## src/core/fsu_pkg.sv

```systemverilog
package fsu_pkg;

  // ****************************************************
  // Status word field positions
  // ****************************************************
  localparam int FLAG_LSB     = 0;   // Six exception flags 5-0
  localparam int FLAG_MSB     = 5;
  localparam int INVALID_BIT    = 0;   // Invalid operation flag
  localparam int INEXACT_BIT    = 5;   // Inexact flag
  localparam int STK_FAULT_BIT  = 6;   // Stack fault flag
  localparam int ERR_SUM_BIT    = 7;   // Error summary
  localparam int COND_ZERO_BIT  = 8;
  localparam int COND_ONE_BIT   = 9;
  localparam int COND_TWO_BIT   = 10;
  localparam int TOP_LSB        = 11;  // Stack head pointer 13-11
  localparam int TOP_MSB        = 13;
  localparam int COND_THREE_BIT = 14;
  localparam int BUSY_BIT     = 15;  // Mirror of error summary

  // ****************************************************
  // Tag codes and reset values
  // ****************************************************
  localparam logic [1:0]  TAG_VALID   = 2'h0;
  localparam logic [1:0]  TAG_ZERO    = 2'h1;
  localparam logic [1:0]  TAG_SPECIAL = 2'h2;
  localparam logic [1:0]  TAG_EMPTY   = 2'h3;
  localparam logic [15:0] TAG_RESET   = 16'hffff;
  localparam logic [5:0]  FLAG_RESET  = 6'h00;
  localparam logic [2:0]  TOP_RESET   = 3'h0;
  localparam logic [14:0] EXP_ALL_ONES = 15'h7fff;

  // ****************************************************
  // Compare result codes
  // ****************************************************
  localparam logic [1:0] CMP_GT = 2'h0;
  localparam logic [1:0] CMP_LT = 2'h1;
  localparam logic [1:0] CMP_EQ = 2'h2;
  localparam logic [1:0] CMP_UN = 2'h3;

  // Instruction class as seen by the condition logic
  typedef enum logic [2:0] {
    OP_NONE,
    OP_REM,
    OP_CMP,
    OP_ROUND,
    OP_TRIG,
    OP_CLASSIFY,
    OP_UNDEF_CC
  } fsu_op_t;

endpackage : fsu_pkg

```

## src/core/fsu_tag_classify.sv

```systemverilog
`timescale 1ns/1ps
`default_nettype none
module fsu_tag_classify (
  // Extended value
  input  wire logic [79:0] value_i,
  // Tag code
  output logic      [1:0]  tag_o
);

  // ****************************************************
  // Classification
  // ****************************************************
  logic [14:0] exp_w;  // Biased exponent
  logic [63:0] sig_w;  // Significand with integer bit

  assign exp_w = value_i[78:64];
  assign sig_w = value_i[63:0];

  // Zero, special or valid finite
  always_comb begin
    if (exp_w == 15'h0000) begin
      // Zero or denormal
      tag_o = (sig_w == 64'h0) ? fsu_pkg::TAG_ZERO : fsu_pkg::TAG_SPECIAL;
    end else if (exp_w == fsu_pkg::EXP_ALL_ONES) begin
      // Infinity or NaN
      tag_o = fsu_pkg::TAG_SPECIAL;
    end else begin
      // Unnormal is unsupported
      tag_o = sig_w[63] ? fsu_pkg::TAG_VALID : fsu_pkg::TAG_SPECIAL;
    end
  end

endmodule : fsu_tag_classify
`default_nettype wire

```

## src/core/fsu_status_tag.sv

```systemverilog
`timescale 1ns/1ps
`default_nettype none
module fsu_status_tag (
  // Clock and reset
  input  wire logic            core_clk_i,
  input  wire logic            rstn_i,
  // Instruction completion
  input  wire logic            op_done_i,
  input  wire fsu_pkg::fsu_op_t op_class_i,
  input  wire logic [5:0]      exc_i,
  input  wire logic            stack_fault_i,
  input  wire logic            stack_ovf_i,
  input  wire logic            rem_incomplete_i,
  input  wire logic [2:0]      quotient_i,
  input  wire logic [1:0]      cmp_result_i,
  input  wire logic            roundup_i,
  input  wire logic            trig_too_large_i,
  input  wire logic [3:0]      class_cc_i,
  input  wire logic            clear_exc_i,
  // Control word masks
  input  wire logic [5:0]      ctrl_mask_i,
  // Register stack traffic
  input  wire logic            push_i,
  input  wire logic            pop_i,
  input  wire logic            wr_i,
  input  wire logic [2:0]      wr_idx_i,
  input  wire logic [79:0]     wr_value_i,
  // State reload
  input  wire logic            load_env_op_i,
  input  wire logic            restore_all_op_i,
  input  wire logic [15:0]     status_load_i,
  input  wire logic [15:0]     tag_load_i,
  // Visible state
  output logic      [15:0]     numeric_status_word_o,
  output logic      [15:0]     register_class_word_o,
  output logic                 error_o,
  output logic      [2:0]      stack_head_o
);

  // ****************************************************
  // State
  // ****************************************************
  logic [5:0]  exc_flag;        // Sticky exception flags
  logic        stack_fault_flag;
  logic        error_summary;
  logic        cond_bit_zero;
  logic        cond_bit_one;
  logic        cond_bit_two;
  logic        cond_bit_three;
  logic [2:0]  top;             // Stack head pointer
  logic [15:0] tag_word;        // Absolute tag fields
  logic        error_q;         // Error pin flop

  logic [5:0]  next_exc_flag;
  logic        next_stack_fault_flag;
  logic        next_error_summary;
  logic        next_cond_bit_zero;
  logic        next_cond_bit_one;
  logic        next_cond_bit_two;
  logic        next_cond_bit_three;
  logic [2:0]  next_top;
  logic [15:0] next_tag_word;

  logic [1:0]  wr_tag;          // Class of written value
  logic        reload;          // Either reload operation
  logic        wr_allowed;      // Write not suppressed
  logic        stack_exc_now;   // Invalid and stack fault flags both set after this op

  // Error summary from flags and masks
  function automatic logic calc_es(input logic [5:0] flags, input logic [5:0] masks);
    calc_es = |(flags & ~masks);
  endfunction : calc_es

  // ****************************************************
  // Tag classification of written data
  // ****************************************************
  fsu_tag_classify u_classify (
    .value_i (wr_value_i),
    .tag_o   (wr_tag)
  );

  assign reload        = load_env_op_i | restore_all_op_i;
  assign stack_exc_now = next_exc_flag[fsu_pkg::INVALID_BIT] & next_stack_fault_flag;

  // Too large trig operand stays at the head untouched
  assign wr_allowed = wr_i & ~(op_done_i & (op_class_i == fsu_pkg::OP_TRIG)
                               & trig_too_large_i);

  // ****************************************************
  // Exception flags and error summary
  // ****************************************************
  always_comb begin
    next_exc_flag         = exc_flag;
    next_stack_fault_flag = stack_fault_flag;
    if (reload) begin
      // Flags come from the memory image
      next_exc_flag         = status_load_i[fsu_pkg::FLAG_MSB:fsu_pkg::FLAG_LSB];
      next_stack_fault_flag = status_load_i[fsu_pkg::STK_FAULT_BIT];
    end else begin
      // Clear first, new event wins over it
      if (clear_exc_i) begin
        next_exc_flag         = fsu_pkg::FLAG_RESET;
        next_stack_fault_flag = 1'b0;
      end
      if (op_done_i) begin
        next_exc_flag         = next_exc_flag | exc_i;
        next_stack_fault_flag = next_stack_fault_flag | stack_fault_i;
      end
    end
    // Memory value of bit 7 and bit 15 is ignored
    next_error_summary = calc_es(next_exc_flag, ctrl_mask_i);
  end

  // ****************************************************
  // Condition bits
  // ****************************************************
  always_comb begin
    next_cond_bit_zero  = cond_bit_zero;
    next_cond_bit_one   = cond_bit_one;
    next_cond_bit_two   = cond_bit_two;
    next_cond_bit_three = cond_bit_three;
    if (reload) begin
      // Each bit loaded from memory
      next_cond_bit_zero  = status_load_i[fsu_pkg::COND_ZERO_BIT];
      next_cond_bit_one   = status_load_i[fsu_pkg::COND_ONE_BIT];
      next_cond_bit_two   = status_load_i[fsu_pkg::COND_TWO_BIT];
      next_cond_bit_three = status_load_i[fsu_pkg::COND_THREE_BIT];
    end else if (op_done_i) begin
      unique case (op_class_i)
        fsu_pkg::OP_REM: begin
          // Reduction state in bit two
          next_cond_bit_two = rem_incomplete_i;
          if (!rem_incomplete_i) begin
            // Quotient modulo 8
            next_cond_bit_zero  = quotient_i[2];
            next_cond_bit_three = quotient_i[1];
            next_cond_bit_one   = quotient_i[0];
          end
          if (stack_exc_now) begin
            // Stack fault direction wins over the quotient bit
            next_cond_bit_one = stack_ovf_i;
          end
        end
        fsu_pkg::OP_CMP: begin
          // Order result in bits 3, 2, 0
          next_cond_bit_three = (cmp_result_i == fsu_pkg::CMP_EQ) |
                                (cmp_result_i == fsu_pkg::CMP_UN);
          next_cond_bit_two   = (cmp_result_i == fsu_pkg::CMP_UN);
          next_cond_bit_zero  = (cmp_result_i == fsu_pkg::CMP_LT) |
                                (cmp_result_i == fsu_pkg::CMP_UN);
          next_cond_bit_one   = stack_exc_now ? stack_ovf_i : 1'b0;
        end
        fsu_pkg::OP_ROUND: begin
          // Round-up report only when inexact
          if (stack_exc_now) begin
            next_cond_bit_one = stack_ovf_i;
          end else begin
            next_cond_bit_one = next_exc_flag[fsu_pkg::INEXACT_BIT] & roundup_i;
          end
        end
        fsu_pkg::OP_TRIG: begin
          // Too large operand flagged in bit two
          next_cond_bit_two = trig_too_large_i;
          if (stack_exc_now) begin
            next_cond_bit_one = stack_ovf_i;
          end else if (!trig_too_large_i) begin
            next_cond_bit_one = next_exc_flag[fsu_pkg::INEXACT_BIT] & roundup_i;
          end
        end
        fsu_pkg::OP_CLASSIFY: begin
          // Operand class code, bit one is sign
          next_cond_bit_three = class_cc_i[3];
          next_cond_bit_two   = class_cc_i[2];
          next_cond_bit_one   = stack_exc_now ? stack_ovf_i : class_cc_i[1];
          next_cond_bit_zero  = class_cc_i[0];
        end
        fsu_pkg::OP_UNDEF_CC: begin
          // Undefined bits keep their value
          if (stack_exc_now) begin
            next_cond_bit_one = stack_ovf_i;
          end
        end
        fsu_pkg::OP_NONE: begin
          // Only the stack fault direction can change
          if (stack_exc_now) begin
            next_cond_bit_one = stack_ovf_i;
          end
        end
      endcase
    end
  end

  // ****************************************************
  // Stack head and tag word
  // ****************************************************
  always_comb begin
    next_top      = top;
    next_tag_word = tag_word;
    if (reload) begin
      // Pointer and tags from the memory image
      next_top      = status_load_i[fsu_pkg::TOP_MSB:fsu_pkg::TOP_LSB];
      next_tag_word = tag_load_i;
    end else begin
      if (pop_i) begin
        // Old head becomes empty
        next_tag_word[{top, 1'b0} +: 2] = fsu_pkg::TAG_EMPTY;
        next_top = top + 3'h1;
      end else if (push_i) begin
        next_top = top - 3'h1;
      end
      if (wr_allowed) begin
        // Written register, incl. partial remainder at head
        next_tag_word[{wr_idx_i, 1'b0} +: 2] = wr_tag;
      end
    end
  end

  // ****************************************************
  // Registers
  // ****************************************************
  always_ff @(posedge core_clk_i) begin
    if (!rstn_i) begin
      exc_flag         <= fsu_pkg::FLAG_RESET;
      stack_fault_flag <= 1'b0;
      error_summary    <= 1'b0;
      cond_bit_zero    <= 1'b0;
      cond_bit_one     <= 1'b0;
      cond_bit_two     <= 1'b0;
      cond_bit_three   <= 1'b0;
      top              <= fsu_pkg::TOP_RESET;
      tag_word         <= fsu_pkg::TAG_RESET;
      error_q          <= 1'b0;
    end else begin
      exc_flag         <= next_exc_flag;
      stack_fault_flag <= next_stack_fault_flag;
      error_summary    <= next_error_summary;
      cond_bit_zero    <= next_cond_bit_zero;
      cond_bit_one     <= next_cond_bit_one;
      cond_bit_two     <= next_cond_bit_two;
      cond_bit_three   <= next_cond_bit_three;
      top              <= next_top;
      tag_word         <= next_tag_word;
      // Error follows summary in the same edge, reload included
      error_q          <= next_error_summary;
    end
  end

  // ****************************************************
  // Outputs, all flop bits
  // ****************************************************
  assign numeric_status_word_o = {error_summary,
                                  cond_bit_three,
                                  top,
                                  cond_bit_two,
                                  cond_bit_one,
                                  cond_bit_zero,
                                  error_summary,
                                  stack_fault_flag,
                                  exc_flag};
  assign register_class_word_o = tag_word;
  assign error_o               = error_q;
  assign stack_head_o          = top;

endmodule : fsu_status_tag
`default_nettype wire

```

## config.mk

```make
export PLATFORM = sky130hd
export DESIGN_NAME = fsu_status_tag
export DESIGN_NICKNAME = d
export VERILOG_FILES = /design/src/core/fsu_pkg.sv /design/src/core/fsu_tag_classify.sv /design/src/core/fsu_status_tag.sv
export SDC_FILE = /design/constraint.sdc
export NUM_CORES = 1
export LEC_CHECK = 0
export ABC_AREA = 1
export BUFFER_PORTS_ARGS = -buffer_cell sky130_fd_sc_hd__buf_4
export CAP_MARGIN = 30
export CORE_MARGIN = 3
export CORE_UTILIZATION = 35
export CTS_CLUSTER_DIAMETER = 80
export DETAILED_ROUTE_END_ITERATION = 10
export GPL_ROUTABILITY_DRIVEN = 0
export PLACE_DENSITY = 0.73
export SETUP_SLACK_MARGIN = 0.5
export SLEW_MARGIN = 20
export SYNTH_ARGS = -nofsm -noshare
export SYNTH_HDL_FRONTEND = slang
export SYNTH_SLANG_ARGS = --single-unit
```

## constraint.sdc

```tcl
create_clock -name core_clk_i -period 1.6 [get_ports core_clk_i]
set_input_delay 0 -clock core_clk_i [delete_from_list [all_inputs] [get_ports core_clk_i]]
set_output_delay 0 -clock core_clk_i [all_outputs]
set_load 0.05 [all_outputs]
```

==> qor.yml <==
gr-total-overflow: 0
start_util: 0.3653
clock_latency_ns: 0.29
synth.area.top_cells: "dfxtp_1, nand2_1, nor2_1"
wl_per_cell_um: 12.98
viasPerCell: 4.698
h-tree-depth: 2
final_common_cell: "buf_4"
totalWireLength_um: 10050
syn_avg_cell_area_um2: 5.746
fmax_ghz: 0.6806
fin_util: 0.6366
relSlewSlack: 0.6830
final_cell_mix: "buf_4, nand2_1, nor2_1"
period_share: 0.9183
slowest_stage: "dfxtp_4"
critPathBufInv: 3
grt_pass1_vias: 3437
max_cap_violations: 0
first_iter_violations: 135
status: "finished clean"
worst_ep_arrival_time_ns: 1.70
power_frac_comb: 0.430
finClkSkew_ns: 0.009457
die_area_mm2: 0.008736
holdCritStartpoint: "ctrl_mask_i[4]"
worstMarginPinSlew_ns: 0.4719
ys_seq_area_frac: 0.2318
max_stage_delay_ns: 0.36
grt_max_degree: 23
hpwl_um: 8022
path_clk_slew_ns: 0.07
drive_gt1_frac: 0.3956
die_w_um: 93.47
syn-num-nets: 627
rsz0062_at_grt: "yes"
pwr-share-clk: 0.275
r2r_start: "stack_head_o[1]"
crit_type: "reg -> reg"
yosys.cell_types.count: 33
cts_buffers: 5
internal_power_uw: 1914
p_seq_frac: 0.294
clock-sinks: 31
fillCellCount: 669
yosysTopAreaCellShare: 0.2318
syn_area_mm2: 0.002678
p_switching_uw: 1062
synthCells: 466
vias: 3636
critPathTopFamily: "adder cells"
hold_viol: 0
power.share.switching: 0.3568
worstPathCellList: "inv_4 -> ha_4 -> ha_4 -> buf_4 -> nand3_4 -> nand2_2 -> inv_1 -> a21oi_2 -> nand2_1 -> nand2_1"
end_kind: "flip-flop"
hold_path_class: "in -> reg"
area_growth_pct: 74.30
remaining_drc_errors: 0
clockBufferDepth: 2
synth-seq-cells: 31
yosys.area.top_type: "dfxtp_1"
antenna_cells: 0
antenna_found_initial: 0
worstSetupStartpointType: "flip-flop"
io_pins: 189
cts_tree: "yes"
drt-pass1-iter-count: 4
synth_warnings: 0
multi_input_area_mm2: 0.001798
fin_setup_tns_ns: 0
grt_usage: 0.2119
numPortBuffers: 185
critPathMaxFanout: 5
cts-root-buf: "clkbuf_8"
die_h_um: 93.47
core_mm2: 0.007331
fin_crit_ns: 1.469
setup_violations: 0
peakVddDrop_uv: 360.5
grt_pass1_wl_um: 15060
powerDensity_mw_per_mm2: 637.5
rows: 31
cp.required_ns: 1.83
drv_slew: 0
leakage_uw: 0.002444
ant_nets: 0
nets: 835
register_area_um2: 640.6
crit_start: "stack_head_o[1]"
what timing repair did:
action	in CTS	in global routing
pin swaps	10	12
resized for setup	2	26
cloned	0	0
endpoints found under the hold margin	20	0
setup buffers	3	5
hold buffers	22	0
setup endpoints to repair	18	20
Yosys cell counts:
cell type  instances
o21ai_1            1
nor2_1            83
inv_1             60
clkbuf_1           3
buf_2              2
nand3_4            1
ha_1               7
clkinv_1           1
inv_4              1
o2111ai_1          2
nand3_2            6
xor2_1             1
o21ai_0           10
dfxtp_1           31
nand2_2            2
nand2_1          128
nor2_2             1
nand3_1           34
nand2_4            1
xnor2_1            1
or2_2              1
buf_1              1
nand4_1           18
inv_2              5
a31oi_1            4
nor2_4             1
nand3b_1           4
nor3_1             5
o21a_1             3
buf_4             15
fa_1               1
o21bai_1           2
a21oi_1           30
kinds of logic after synthesis:
group,share of synthesized area
xor+xnor,0.006543
compound gates,0.1065
buf+inv,0.1463
flops,0.2318
simple gates,0.4687
fa+ha+maj,0.04019
registers in the layout, summed over array words and instances (netlist names):
name / cells
cond_bit_one: 1
cond_bit_three: 1
cond_bit_two: 1
cond_bit_zero: 1
error_o: 1
exc_flag: 6
register_class_word_o: 16
stack_fault_flag: 1
stack_head_o: 3
per-stage QoR:
| stage | area, um2 | worst slack, ns | hold WS (ns) | total power (uW) | cells |
|---|---|---|---|---|---|
| 2_1_floorplan | 2744 | 0.04054 | 0.1243 | 1580 | 466 |
| 3_3_place_gp | 4172 | 0.1155 | 0.2124 | 2029 | 736 |
| 3_5_place_dp | 4172 | 0.02956 | 0.2133 | 2053 | 736 |
| 4_1_cts | 4538 | 0.1351 | 0.001617 | 2932 | 769 |
| 5_1_grt | 4667 | 0.06823 | 0.009373 | 3132 | 774 |
| 6_report | 4667 | 0.1307 | 0.006208 | 2975 | 774 |
power groups by stage:
| stage | clock network, uW | registers (uW) | logic [uW] |
|---|---|---|---|
| floorplan | 0 | 1060 | 517 |
| global placement | 0 | 891 | 1140 |
| detailed placement | 0 | 895 | 1160 |
| CTS | 837 | 875 | 1220 |
| global route | 867 | 882 | 1380 |
| finish | 819 | 876 | 1280 |
layout make-up:
type | count | area share
inverters | 67 | 0.05603
repair buffers | 222 | 0.3697
clock inverters | 2 | 0.007507
multi-input cells | 347 | 0.3853
clock buffers | 6 | 0.01769
flip-flops and latches | 31 | 0.1373
well taps | 99 | 0.02654
worst register-to-register path, delay by kind of cell, from the launching register on:
kind / cells / cell delay [ns]
flip-flops: 1 / 0.36
AO/OA/AOI/OAI: 1 / 0.12
buffers and inverters: 3 / 0.20
adder cells (fa/ha/maj): 2 / 0.45
AND/OR/NAND/NOR: 4 / 0.28
path summary, 6_finish.rpt:
kind | depth (start not counted) | endpoint | slack [ns]
setup / recovery | 10 | register_class_word_o[3] | 0.13
hold / removal | 4 | error_o | 0.006
setup reg to reg | 10 | register_class_word_o[3] | 0.13
hold reg to reg | 2 | cond_bit_zero | 0.51
metal layers:
layer,up-vias,track usage,wire length [um]
met4,0,0.05739,161
met1,1640,0.2564,3927
li1,1893,-,-
met2,91,0.3871,5427
met5,-,0,0
met3,12,0.03057,531
No activity file was read; power rests on OpenSTA's default activity.
